$ cat src/rtl/clst_pkg.sv
package clst_pkg;
	localparam int CLK_MHZ = 250;
	localparam int CMD_W = 10;
	localparam int TGT_W = 18;
	localparam int GRAD_W = 14;
	localparam int RPM_W = 12;
	localparam int PROD_W = 24;
	localparam int CNT_W = 20;
	localparam int SLOPE_SHIFT = 6;
	localparam int HALT_MSB = 6;
	localparam int HYS_MSB = 3;
	localparam int KEEP_RUNNING_OPTION_BIT = 7;
	localparam int FULL_OPEN_BIT = 1;
	localparam int MAX_ZERO_BIT = 0;
	localparam int MODE_BIT = 0;
	localparam int DECEL_LSB = 5;
	localparam int DECEL_MSB = 7;
	// decrease step interval, microseconds
	localparam int DECEL_PERIOD_US = 1000;
	localparam int DECEL_PERIOD_CYC = DECEL_PERIOD_US * CLK_MHZ;
	localparam logic [CMD_W-1:0] CMD_FULL = 10'h200;
	localparam logic [CMD_W-1:0] MAX_BIAS = 10'h101;
	localparam logic [4:0] HYS_ONE = 5'h01;
	localparam logic [7:0] REG_RST = 8'h00;
	localparam logic [7:0] ADDR_HALT = 8'h02;
	localparam logic [7:0] ADDR_LAUNCH = 8'h03;
	localparam logic [7:0] ADDR_KNEE = 8'h04;
	localparam logic [7:0] ADDR_TOP = 8'h05;
	localparam logic [7:0] ADDR_INIT_HI = 8'h06;
	localparam logic [7:0] ADDR_INIT_LO = 8'h07;
	localparam logic [7:0] ADDR_GRAD_HI = 8'h08;
	localparam logic [7:0] ADDR_GRAD_LO = 8'h09;
	localparam logic [7:0] ADDR_GRAD2_HI = 8'h0A;
	localparam logic [7:0] ADDR_GRAD2_LO = 8'h0B;
	localparam logic [7:0] ADDR_DECEL = 8'h12;
	localparam logic [7:0] ADDR_TGT_U = 8'h20;
	localparam logic [7:0] ADDR_TGT_M = 8'h21;
	localparam logic [7:0] ADDR_TGT_L = 8'h22;
	localparam logic [7:0] ADDR_STATUS = 8'h23;
	localparam logic [2:0] DECEL_NONE = 3'h0;
	localparam logic [TGT_W-1:0] DECEL_512 = 18'h0_0200;
	localparam logic [TGT_W-1:0] DECEL_2200 = 18'h0_0898;
	localparam logic [TGT_W-1:0] DECEL_3800 = 18'h0_0ED8;
	localparam logic [TGT_W-1:0] DECEL_5400 = 18'h0_1518;
	localparam logic [TGT_W-1:0] DECEL_7000 = 18'h0_1B58;
	localparam logic [TGT_W-1:0] DECEL_8600 = 18'h0_2198;
	localparam logic [TGT_W-1:0] DECEL_10240 = 18'h0_2800;

	typedef enum logic [1:0] {
		ST_IDLE = 2'b00,
		ST_RUN = 2'b01,
		ST_FULL = 2'b10
	} clst_mode_t;

	typedef struct packed {
		logic we;
		logic re;
		logic [7:0] addr;
		logic [7:0] wdata;
	} clst_reg_req_t;

	typedef struct packed {
		logic [7:0] halt;
		logic [7:0] launch;
		logic [7:0] knee;
		logic [7:0] top;
		logic [7:0] init_hi;
		logic [7:0] init_lo;
		logic [7:0] grad_hi;
		logic [7:0] grad_lo;
		logic [7:0] grad2_hi;
		logic [7:0] grad2_lo;
		logic [7:0] decel;
	} clst_cfg_t;

	typedef struct packed {
		clst_cfg_t cfg;
		clst_mode_t mode;
		logic closed;
		logic bypass;
		logic [CMD_W-1:0] bypass_duty;
		logic [TGT_W-1:0] req;
		logic [7:0] rdata;
	} clst_state_t;

	typedef struct packed {
		logic [CNT_W-1:0] cnt;
		logic [TGT_W-1:0] out;
	} clst_lim_t;

	localparam clst_state_t STATE_RST = '0;
	localparam clst_lim_t LIM_RST = '0;

	function automatic logic [TGT_W-1:0] decel_step(input logic [2:0] code);
		case (code)
			3'h1: return DECEL_512;
			3'h2: return DECEL_2200;
			3'h3: return DECEL_3800;
			3'h4: return DECEL_5400;
			3'h5: return DECEL_7000;
			3'h6: return DECEL_8600;
			default: return DECEL_10240;
		endcase
	endfunction
endpackage

$ cat src/rtl/clst_decel_limiter.sv
`timescale 1ns/1ps
module clst_decel_limiter #(
	parameter int unsigned PERIOD = clst_pkg::DECEL_PERIOD_CYC
) (
	input wire logic clk_sys_i,
	input wire logic rst_n_i,
	input wire logic ce_i,
	input wire logic [clst_pkg::TGT_W-1:0] req_i,
	input wire logic [2:0] code_i,
	output logic [clst_pkg::TGT_W-1:0] out_o
);
	import clst_pkg::*;

	clst_lim_t s;
	clst_lim_t next_s;
	logic tick;
	logic [TGT_W-1:0] step;

	assign tick = (s.cnt == CNT_W'(PERIOD - 1));
	assign step = decel_step(code_i);
	assign out_o = s.out;

	always_comb begin
		next_s = s;
		next_s.cnt = tick ? '0 : s.cnt + 1'b1;
		if (code_i == DECEL_NONE || req_i >= s.out) begin
			next_s.out = req_i;
		end else if (tick) begin
			if (s.out - req_i > step) begin
				next_s.out = s.out - step;
			end else begin
				next_s.out = req_i;
			end
		end
	end

	always_ff @(posedge clk_sys_i) begin
		if (!rst_n_i) begin
			s <= LIM_RST;
		end else if (ce_i) begin
			s <= next_s;
		end
	end
endmodule

$ cat src/rtl/clst_top.sv
`timescale 1ns/1ps
// Contract
// - launch threshold is 8 bits, value over 512 of full command
// - halt threshold is 7 bits, value times two over 512
// - top threshold is 8 bits, value plus 257 over 512
// - initial speed 12 bits: high byte, then top nibble of next
// - first gradient 14 bits, 0.08 rpm per percent per count
// - no stored maximum; maximum is the curve value at top threshold
// - top hysteresis 4 bits, (value+1) times 0.4 percent
// - full open passes duty at top; resumes below top minus hysteresis
// - without keep running: zero at halt, rise 0, fall initial
// - keep running gives initial speed up to launch threshold
// - max at zero gives maximum at zero, with keep running to halt
// - full open turns every low-command maximum into 100 percent duty
// - knee point 8 bits, value times two over 512; zero disables
// - above knee a second gradient continues from knee target
// - knee works together with full open and low-command options
// - only decreases of target are limited, stepped gradually
// - 3-bit decrease limit code selects step from none to 10240
// - command is 10-bit scale, 512 is full; thresholds compare to it
// - mode bit clear is closed loop; curve applies only then
module clst_top #(
	parameter int unsigned DECEL_PERIOD = clst_pkg::DECEL_PERIOD_CYC
) (
	input wire logic clk_sys_i,
	input wire logic rst_n_i,
	input wire logic ce_i,
	input wire logic [clst_pkg::CMD_W-1:0] speed_command_i,
	input wire clst_pkg::clst_reg_req_t reg_req_i,
	output logic [7:0] reg_rdata_o,
	output logic [clst_pkg::TGT_W-1:0] target_rpm_o,
	output logic closed_loop_o,
	output logic bypass_o,
	output logic [clst_pkg::CMD_W-1:0] bypass_duty_o
);
	import clst_pkg::*;

	clst_state_t st;
	clst_state_t next_st;
	logic [TGT_W-1:0] limited;
	logic [CMD_W-1:0] cmd;
	logic [CMD_W-1:0] launch_d;
	logic [CMD_W-1:0] halt_d;
	logic [CMD_W-1:0] top_d;
	logic [CMD_W-1:0] knee_d;
	logic [CMD_W-1:0] hys_d;
	logic [CMD_W-1:0] exit_d;
	logic [CMD_W-1:0] cmd_cl;
	logic [RPM_W-1:0] init_rpm;
	logic [TGT_W-1:0] init_t;
	logic [GRAD_W-1:0] grad1;
	logic [GRAD_W-1:0] grad2;
	logic keep_running_option;
	logic full_open_option;
	logic max_at_zero_option;
	logic control_mode_select;
	logic [TGT_W-1:0] run_tgt;
	logic [TGT_W-1:0] max_tgt;
	logic cmd_zero;
	logic at_or_below_halt;
	logic at_or_below_launch;
	logic above_launch;
	logic at_or_above_top;
	logic below_exit;
	logic max_case;

	function automatic logic [TGT_W-1:0] seg(
		input logic [TGT_W-1:0] base,
		input logic [GRAD_W-1:0] g,
		input logic [CMD_W-1:0] delta
	);
		logic [PROD_W-1:0] p;
		p = PROD_W'(g) * PROD_W'(delta);
		return base + TGT_W'(p >> SLOPE_SHIFT);
	endfunction

	function automatic logic [TGT_W-1:0] curve(
		input logic [CMD_W-1:0] duty,
		input logic [CMD_W-1:0] lo,
		input logic [CMD_W-1:0] kn,
		input logic [TGT_W-1:0] init,
		input logic [GRAD_W-1:0] g1,
		input logic [GRAD_W-1:0] g2
	);
		logic [CMD_W-1:0] d;
		logic [TGT_W-1:0] at_knee;
		logic knee_on;
		d = (duty < lo) ? lo : duty;
		knee_on = (kn != '0) && (kn > lo);
		at_knee = seg(init, g1, kn - lo);
		if (knee_on && d > kn) begin
			return seg(at_knee, g2, d - kn);
		end else begin
			return seg(init, g1, d - lo);
		end
	endfunction

	// command in 1/512 steps, same clock as capture logic
	assign cmd = speed_command_i;

	assign launch_d = CMD_W'(st.cfg.launch);
	assign halt_d = CMD_W'({st.cfg.halt[HALT_MSB:0], 1'b0});
	assign top_d = CMD_W'(st.cfg.top) + MAX_BIAS;
	assign knee_d = CMD_W'({st.cfg.knee, 1'b0});
	assign hys_d = CMD_W'({5'(st.cfg.init_lo[HYS_MSB:0]) + HYS_ONE, 1'b0});
	assign exit_d = top_d - hys_d;

	assign init_rpm = {st.cfg.init_hi, st.cfg.init_lo[7:4]};
	assign init_t = TGT_W'(init_rpm);
	assign grad1 = {st.cfg.grad_hi, st.cfg.grad_lo[7:2]};
	assign grad2 = {st.cfg.grad2_hi, st.cfg.grad2_lo[7:2]};

	assign keep_running_option = st.cfg.halt[KEEP_RUNNING_OPTION_BIT];
	assign full_open_option = st.cfg.grad_lo[FULL_OPEN_BIT];
	assign max_at_zero_option = st.cfg.grad_lo[MAX_ZERO_BIT];
	assign control_mode_select = st.cfg.grad2_lo[MODE_BIT];

	// all comparisons on the 512 scale
	assign cmd_zero = (cmd == '0);
	assign at_or_below_halt = (cmd <= halt_d);
	assign at_or_below_launch = (cmd <= launch_d);
	assign above_launch = !at_or_below_launch;
	assign at_or_above_top = (cmd >= top_d);
	assign below_exit = (cmd < exit_d);

	assign cmd_cl = at_or_above_top ? top_d : cmd;
	assign run_tgt = curve(cmd_cl, launch_d, knee_d, init_t, grad1, grad2);
	assign max_tgt = curve(top_d, launch_d, knee_d, init_t, grad1, grad2);

	assign max_case = max_at_zero_option &&
		(cmd_zero || (keep_running_option && at_or_below_halt));

	always_comb begin
		next_st = st;

		// register writes at their byte offsets
		if (reg_req_i.we) begin
			if (reg_req_i.addr == ADDR_HALT) begin
				next_st.cfg.halt = reg_req_i.wdata;
			end else if (reg_req_i.addr == ADDR_LAUNCH) begin
				next_st.cfg.launch = reg_req_i.wdata;
			end else if (reg_req_i.addr == ADDR_KNEE) begin
				next_st.cfg.knee = reg_req_i.wdata;
			end else if (reg_req_i.addr == ADDR_TOP) begin
				next_st.cfg.top = reg_req_i.wdata;
			end else if (reg_req_i.addr == ADDR_INIT_HI) begin
				next_st.cfg.init_hi = reg_req_i.wdata;
			end else if (reg_req_i.addr == ADDR_INIT_LO) begin
				next_st.cfg.init_lo = reg_req_i.wdata;
			end else if (reg_req_i.addr == ADDR_GRAD_HI) begin
				next_st.cfg.grad_hi = reg_req_i.wdata;
			end else if (reg_req_i.addr == ADDR_GRAD_LO) begin
				next_st.cfg.grad_lo = reg_req_i.wdata;
			end else if (reg_req_i.addr == ADDR_GRAD2_HI) begin
				next_st.cfg.grad2_hi = reg_req_i.wdata;
			end else if (reg_req_i.addr == ADDR_GRAD2_LO) begin
				next_st.cfg.grad2_lo = reg_req_i.wdata;
			end else if (reg_req_i.addr == ADDR_DECEL) begin
				next_st.cfg.decel = reg_req_i.wdata;
			end
		end

		// register reads, unmapped offsets give zero
		if (reg_req_i.re) begin
			if (reg_req_i.addr == ADDR_HALT) begin
				next_st.rdata = st.cfg.halt;
			end else if (reg_req_i.addr == ADDR_LAUNCH) begin
				next_st.rdata = st.cfg.launch;
			end else if (reg_req_i.addr == ADDR_KNEE) begin
				next_st.rdata = st.cfg.knee;
			end else if (reg_req_i.addr == ADDR_TOP) begin
				next_st.rdata = st.cfg.top;
			end else if (reg_req_i.addr == ADDR_INIT_HI) begin
				next_st.rdata = st.cfg.init_hi;
			end else if (reg_req_i.addr == ADDR_INIT_LO) begin
				next_st.rdata = st.cfg.init_lo;
			end else if (reg_req_i.addr == ADDR_GRAD_HI) begin
				next_st.rdata = st.cfg.grad_hi;
			end else if (reg_req_i.addr == ADDR_GRAD_LO) begin
				next_st.rdata = st.cfg.grad_lo;
			end else if (reg_req_i.addr == ADDR_GRAD2_HI) begin
				next_st.rdata = st.cfg.grad2_hi;
			end else if (reg_req_i.addr == ADDR_GRAD2_LO) begin
				next_st.rdata = st.cfg.grad2_lo;
			end else if (reg_req_i.addr == ADDR_DECEL) begin
				next_st.rdata = st.cfg.decel;
			end else if (reg_req_i.addr == ADDR_TGT_U) begin
				next_st.rdata = 8'(limited[TGT_W-1:16]);
			end else if (reg_req_i.addr == ADDR_TGT_M) begin
				next_st.rdata = limited[15:8];
			end else if (reg_req_i.addr == ADDR_TGT_L) begin
				next_st.rdata = limited[7:0];
			end else if (reg_req_i.addr == ADDR_STATUS) begin
				next_st.rdata = {5'h00, st.closed, st.mode};
			end else begin
				next_st.rdata = REG_RST;
			end
		end

		// mode tracking: rise/fall memory and full-open latch
		case (st.mode)
			ST_IDLE: begin
				if (control_mode_select) begin
					next_st.mode = ST_IDLE;
				end else if (full_open_option && at_or_above_top) begin
					next_st.mode = ST_FULL;
				end else if (above_launch) begin
					next_st.mode = ST_RUN;
				end
			end
			ST_RUN: begin
				if (control_mode_select) begin
					next_st.mode = ST_IDLE;
				end else if (full_open_option && at_or_above_top) begin
					next_st.mode = ST_FULL;
				end else if (!keep_running_option && at_or_below_halt) begin
					next_st.mode = ST_IDLE;
				end
			end
			ST_FULL: begin
				if (control_mode_select) begin
					next_st.mode = ST_IDLE;
				end else if (!full_open_option || below_exit) begin
					next_st.mode = ST_RUN;
				end
			end
			default: begin
				next_st.mode = ST_IDLE;
			end
		endcase

		next_st.closed = !control_mode_select;
		next_st.bypass = 1'b0;
		next_st.bypass_duty = '0;

		if (control_mode_select) begin
			next_st.req = '0;
		end else if (st.mode == ST_FULL) begin
			next_st.bypass = 1'b1;
			next_st.bypass_duty = cmd;
		end else if (at_or_below_launch) begin
			if (max_case) begin
				if (full_open_option) begin
					next_st.bypass = 1'b1;
					next_st.bypass_duty = CMD_FULL;
				end else begin
					next_st.req = max_tgt;
				end
			end else if (keep_running_option) begin
				next_st.req = init_t;
			end else if (at_or_below_halt) begin
				next_st.req = '0;
			end else if (st.mode == ST_RUN) begin
				next_st.req = init_t;
			end else begin
				next_st.req = '0;
			end
		end else begin
			next_st.req = run_tgt;
		end
	end

	always_ff @(posedge clk_sys_i) begin
		if (!rst_n_i) begin
			st <= STATE_RST;
		end else if (ce_i) begin
			st <= next_st;
		end
	end

	clst_decel_limiter #(
		.PERIOD(DECEL_PERIOD)
	) u_limiter (
		.clk_sys_i(clk_sys_i),
		.rst_n_i(rst_n_i),
		.ce_i(ce_i),
		.req_i(st.req),
		.code_i(st.cfg.decel[DECEL_MSB:DECEL_LSB]),
		.out_o(limited)
	);

	assign target_rpm_o = limited;
	assign reg_rdata_o = st.rdata;
	assign closed_loop_o = st.closed;
	assign bypass_o = st.bypass;
	assign bypass_duty_o = st.bypass_duty;
endmodule
$ cat config.mk
export PLATFORM = sky130hd
export DESIGN_NAME = clst_top
export DESIGN_NICKNAME = d
export VERILOG_FILES = /design/src/rtl/clst_pkg.sv /design/src/rtl/clst_decel_limiter.sv /design/src/rtl/clst_top.sv
export SDC_FILE = /design/constraint.sdc
export NUM_CORES = 2
export LEC_CHECK = 0
export BUFFER_PORTS_ARGS = -buffer_cell sky130_fd_sc_hd__buf_2
export CORE_ASPECT_RATIO = 1.4
export CORE_MARGIN = 8
export CORE_UTILIZATION = 30
export DETAILED_ROUTE_END_ITERATION = 7
export GPL_ROUTABILITY_DRIVEN = 0
export PLACE_DENSITY = 0.5
export SYNTH_ARGS = -nofsm -noshare
export SYNTH_HDL_FRONTEND = slang
export SYNTH_SLANG_ARGS = --single-unit
$ cat constraint.sdc
create_clock -name clk_sys_i -period 30.7 [get_ports clk_sys_i]
set_clock_uncertainty 0.1 [all_clocks]
set_input_delay 0 -clock clk_sys_i [delete_from_list [all_inputs] [get_ports clk_sys_i]]
set_output_delay 0 -clock clk_sys_i [all_outputs]
set_load 0.02 [all_outputs]
After elaboration in Yosys (flattened, before gate mapping)
Index checks and enable logic that the tools add are counted.
{"block": "word_totals", "output_inout_bits": 38, "word_cells": 170, "inputBits": 31, "ff_bits": 166}
{"block": "op_classes", "mux": 47, "n_bitwise": 10, "order_cmp": 11, "add_sub_neg": 16, "mul": 5, "n_reduce_logical": 33, "eq_ne": 29}
{"operator": "2-to-1 mux 18 bit", "count": 10}
{"operator": "multiplier 14 x 10 -> 24 bit", "count": 5}
{"operator": "2-to-1 mux 8 bit", "count": 14}
{"operator": "one-hot mux 14 bit (6 select lines)", "count": 1}
{"operator": "2-to-1 mux 11 bit", "count": 5}
{"operator": "adder 12 x 18 -> 18 bit", "count": 3}
{"operator": "adder 18 bit", "count": 2}
{"operator": "2-to-1 mux 12 bit", "count": 3}
{"operator": "equality test 8 x 3 -> 1 bit, second input constant", "count": 4}
{"operator": "equality test 8 x 4 -> 1 bit, second input constant", "count": 4}
{"operator": "equality test 8 x 6 -> 1 bit, second input constant", "count": 4}
{"operator": "2-to-1 mux 10 bit", "count": 3}
{"operator": "adder 20 x 1 -> 20 bit, second input constant", "count": 1}
{"operator": "equality test 20 x 18 -> 1 bit, second input constant", "count": 1}
{"operator": "> comparator 10 x 9 -> 1 bit", "count": 2}
{"operator": "less-or-equal comparator 10 x 8 -> 1 bit", "count": 2}
{"operator": "< comparator 10 x 8 -> 1 bit", "count": 2}
{"operator": "2-to-1 mux 20 bit", "count": 1}
{"operator": "subtractor 10 x 8 -> 10 bit", "count": 2}
{"operator": "subtractor 10 x 9 -> 10 bit", "count": 2}
{"operator": ">= comparator 18 bit", "count": 1}
{"operator": "> comparator 18 x 14 -> 1 bit", "count": 1}
{"operator": "subtractor 18 x 14 -> 18 bit", "count": 1}
{"operator": "subtractor 18 bit", "count": 1}
{"operator": "other kinds (41)", "count": 76}

Depth between registers and ports, before layout
{"block": "logic_depth", "ltp_word": 16, "mapped_depth": 65, "depth_no_buf": 63}

By module
Synthesis repeated with hierarchy kept, for this count alone.
{"block": "hier_totals", "cells_unflattened": 4625, "area_unflattened_um2": 38338.0}
{"module": "clst_top", "seq_area_each_um2": 2562.5, "cells_per_inst": 4158, "area_per_inst_um2": 34722.1, "n_inst": 1}
{"module": "clst_decel_limiter", "seq_area_each_um2": 760.7, "cells_per_inst": 467, "area_per_inst_um2": 3616.0, "n_inst": 1}

Worst setup path before layout
OpenSTA, ideal clock, no wires.
{"block": "synth_timing", "path_type": "flip-flop to flip-flop", "from": "reg st[97] in the netlist's numbering", "to": "reg st[25] in the netlist's numbering", "setup_time_ps": 114, "stages_incl_launch_ff": 61, "required_time_ps": 30486, "t_arrival_ps": 12769, "n_path_buf": 4, "period_less_slack_ps": 12983, "setup_slack_ps": 17717, "cell_sequence": "dfxtp_1 > ha_1 > xor2_1 > inv_1 > ha_1 > a21o_1 > a31oi_1 > maj3_2 > o21ai_1 > a211oi_2 > a211oi_2 > buf_2 > buf_1 > nor2_1 > a21oi_1 > ha_1 > a21o_1 > a21oi_1 > [25 not listed] > a21o_1 > a21o_1 > a221oi_1 > o21a_1 > nor2_1 > or3_1 > xor2_1 > ha_1 > or3_1 > o41a_1 > nand4_1 > nand4b_1 > a21oi_1 > xnor3_1 > nor2_1 > and3_1 > a211oi_1 > a21o_1"}
{"block": "synth_via", "elab_chain_cells": 12, "word_cells_on_any_way": 30, "cone_classes": "add/sub (9); mul (4); order compare (5); mux (10); reduce/logical (2)"}
{"element": "start, declared", "line": "clst_top.sv:38", "text": "clst_state_t st;"}
{"element": "start signal, assigned", "line": "clst_top.sv:267", "text": "st <= next_st;"}
{"element": "adder 8 x 9 -> 10 bit *", "line": "clst_top.sv:103", "text": "assign top_d = CMD_W'(st.cfg.top) + MAX_BIAS;"}
{"element": ">= comparator 10 bit / < comparator 10 x 8 -> 1 bit (equally long branches)", "line": "clst_top.sv:123, clst_top.sv:88"}
{"element": "2-to-1 mux 10 bit (on tied branches)", "line": "clst_top.sv:126, clst_top.sv:88"}
{"element": "< comparator 10 x 8 -> 1 bit (tied with other cells)", "line": "clst_top.sv:88", "text": "d = (duty < lo) ? lo : duty;"}
{"element": "2-to-1 mux 10 bit / multiplier 14 x 10 -> 24 bit (equally long branches)", "line": "clst_top.sv:88, clst_top.sv:73"}
{"element": "subtractor 10 x 8 -> 10 bit (tied with other cells)", "line": "clst_top.sv:94", "text": "return seg(init, g1, d - lo);"}
{"element": "multiplier 14 x 10 -> 24 bit / 2-to-1 mux 18 bit (equally long branches)", "line": "clst_top.sv:73, clst_top.sv:91"}
{"element": "adder 12 x 18 -> 18 bit (tied with other cells)", "line": "clst_top.sv:74", "text": "return base + TGT_W'(p >> SLOPE_SHIFT);"}
{"element": "2-to-1 mux 18 bit (on tied branches)", "line": "clst_top.sv:91, clst_top.sv:242"}
{"element": "2-to-1 mux 18 bit *", "line": "clst_top.sv:241", "text": "end else if (at_or_below_launch) begin"}
{"element": "2-to-1 mux 18 bit *", "line": "clst_top.sv:238", "text": "end else if (st.mode == ST_FULL) begin"}
{"element": "2-to-1 mux 18 bit *", "line": "clst_top.sv:236", "text": "if (control_mode_select) begin"}
Mark *: on every way between the ends. The rest lies on a longest branch, timed or not. The select of a mux whose other input is x is not followed.
A chain may end at the register's enable or synchronous reset.

Worst setup path in the final report
{"block": "layout_timing", "from": "reg st[96] in the netlist's numbering", "to": "reg st[25] in the netlist's numbering"}
Same word-level chain as after synthesis.

==> impl_metrics.ini <==
[status]
status = finished clean

[sta]
hold_viol = 0
fmaxAchievable_ghz = 0.0668
fin_crit_ps = 14980
relSlewSlack_pct = 15.5
rsz0062_at_grt = false
setup_violations = 0
max_slew.worst_pin.slew_ps = 1260
maxSlewViolCount = 0
setup-tns-final_ps = 0
finalCritPeriodShare_pct = 48.8
layout_setup_ws_ps = 15720

[power_and_ir_drop]
peakVddDrop_v = 0.0000402
finalPower_uw = 570
leakage_nw = 19.6
power_density_mw_per_mm2 = 14.0

[critical_path]
start_kind = register
r2r_cells = 58
crit_arrival_ps = 15240
r2r_setup_slack_ps = 15720
crit_family = compound AO/OA/AOI/OAI gates
slowest_stage = xnor2_1
crit_buf_inv = 4
worst_setup_path_end_kind = register
timing.rr.end = st[25]
critPathMostFrequentCell = a21o_1
slowest_delay_ps = 970
crit_type = register to register
crit_fanout = 24
worstReg2RegStart = st[96]
crit_required_ps = 30970

[logic_synthesis]
syn_area_mm2 = 0.0378
ys_seq_elements = 166
ys_seq_area_share_pct = 8.80
syn-num-nets = 5620
syn_area_per_cell_um2 = 8.16
yosys_warnings = 0
ys.flop_type = dfxtp_1
syn-instance-count = 4628
synth-edff-count = 0
async_flop_share_pct = 0
ys_types = 85

[min_path]
holdCritStartpoint = reg_req_i[8]
hold_path_end = reg_rdata_o[7]
hold_depth = 4
min_path_type = input port to register

[floorplanning]
start_util_pct = 30.1
core_area_mm2 = 0.125
fp.dieW_um = 316
num_io_pins = 69
rows = 154
fp.dieArea_mm2 = 0.138
die_y_um = 436

[grt]
antenna_found_initial = 3
grtUsageTotal_pct = 18.4
gr-total-overflow = 0
grt_pass1_vias = 33500
met2_usage_pct = 34.5
grt_max_degree = 62
gr-max-usage-layer = met2
gr-usage-met1_pct = 20.5
grt_pass1_wl_um = 198000
grtUsageMet3_pct = 1.41

[detailed_routing]
via_per_inst = 5.06
drc = 0
ant_nets = 0
vias = 31600
routed_wl_um = 126000
drt_iter0_drc = 1606
first_pass_iters = 7
wire_per_inst_um = 20.1

[clocking]
root_buffer = clkbuf_16
cts_buffers = 17
path_clk_slew_ps = 80
clockBufferDepth = 2
clk_latency_ps = 470
htree_levels = 4
clock_sinks = 166
cts_resized = 0
cts_tree = done

[final_layout]
area_growth_pct = 7.65
regArea_mm2 = 0.00332
layout.nets = 5581
multi_input_area_mm2 = 0.0310
nFillCells = 13400
final_cell_area_mm2 = 0.0407
final_layout_size_suffix_gt1_share_pct = 5.30
fin_cells = 6241

[placement]
hpwl_um = 104000
dp.cells = 6187
preCtsSetupSlack_ps = 15930
portBuffers = 68
placed_cell_area_mm2 = 0.0399

[job]
maxCapViolCount = 0
final cells by class:
cell class / count / area share (%)
multi-input combinational: 3573 / 76.3
sequential: 166 / 8.17
inverter: 657 / 6.07
tap: 1638 / 5.04
clock inverter: 15 / 0.394
antenna: 1 / 0.00616
clock buffer: 17 / 1.05
timing repair buffer: 174 / 2.92
logic make-up after synthesis:
family | synth area share, %
fa+ha+maj | 41.5
compound gates | 13.0
flops | 8.80
mux | 2.19
simple gates | 20.0
xor+xnor | 5.32
buf+inv | 9.27
metal layers:
layer	wire, um	part of all wire [%]
met1	48300	38
met2	66000	53
met3	3820	3.0
met4	7500	6.0
met5	13	0.010
synth_stat cells, types with 39 or more instances:
cell | instances | share of area, %
nand2b_1 | 110 | 1.8
xor2_1 | 84 | 1.9
a21oi_1 | 241 | 3.2
inv_1 | 656 | 6.5
nand3_1 | 82 | 1.1
nor2_1 | 305 | 3.0
nand2_1 | 546 | 5.4
xnor2_1 | 141 | 3.3
ha_1 | 483 | 16
nor2b_1 | 75 | 1.2
mux2i_1 | 54 | 1.4
fa_1 | 478 | 25
clkbuf_1 | 182 | 1.8
nor3_1 | 39 | 0.52
o21ai_0 | 136 | 1.8
dfxtp_1 | 166 | 8.8
o21a_1 | 46 | 0.91
and2_1 | 286 | 4.7
a21o_1 | 77 | 1.5
where the power goes:
group | leakage, nW | switching (mW) | internal [mW]
Sequential | 1.34 | 0.00330 | 0.217
Clock | 0.279 | 0.108 | 0.115
Combinational | 18.0 | 0.0868 | 0.0402
worst max-delay path by stage:
stage	from	to	slack, ps	cells past startpoint
finish	st[96]	st[25]	15720	58
global route	st[96]	st[25]	14810	58
CTS	st[96]	st[25]	15890	58
detailed placement	st[96]	st[25]	15930	58
global placement	st[96]	st[25]	16010	59
floorplan	st[97]	st[25]	17720	60
metrics by stage:
step | hold WS, ps | util [%]
finish | 71.5 | 32.4
global route | 126 | 32.4
CTS | 58.0 | 32.4
detailed placement | 300 | 31.8
global placement | 299 | 31.8
floorplan | 39.1 | -
worst reg2reg max path, delay by kind of cell (launching register included):
kind                       cells  cell delay [ps]
adders and majority gates     13             4700
buffers and inverters          4              320
DFF                            1              570
muxes                          1              400
AOI/OAI and AO/OA             23             4880
and+or+nand+nor               13             2240
xor gates and xnor gates       4             1710
repair_timing:
| action | 4_1_cts | 5_1_grt |
|---|---|---|
| setup buffers | 0 | 0 |
| hold buffers | 21 | 0 |
| endpoints found under the hold margin | 106 | 0 |
registers in the layout, indices dropped and copies added, names as in the netlist, 10 cells and up:
register         cells
grad1               14
u_limiter.out_o     18
grad2               14
st                  41
u_limiter.s         20
bypass_duty_o       10
init_rpm            12
cell usage in the layout (no fill, tap or decap), types with 79 or more instances in the layout:
| master | count |
|---|---|
| inv_1 | 655 |
| nand2_1 | 546 |
| ha_1 | 483 |
| fa_1 | 478 |
| nor2_1 | 305 |
| and2_1 | 286 |
| a21oi_1 | 239 |
| dfxtp_1 | 166 |
| xnor2_1 | 137 |
| o21ai_0 | 135 |
| nand2b_1 | 110 |
| buf_4 | 85 |
| nand3_1 | 82 |
| xor2_1 | 79 |
Note: power is estimated with default switching activity, not from simulation.
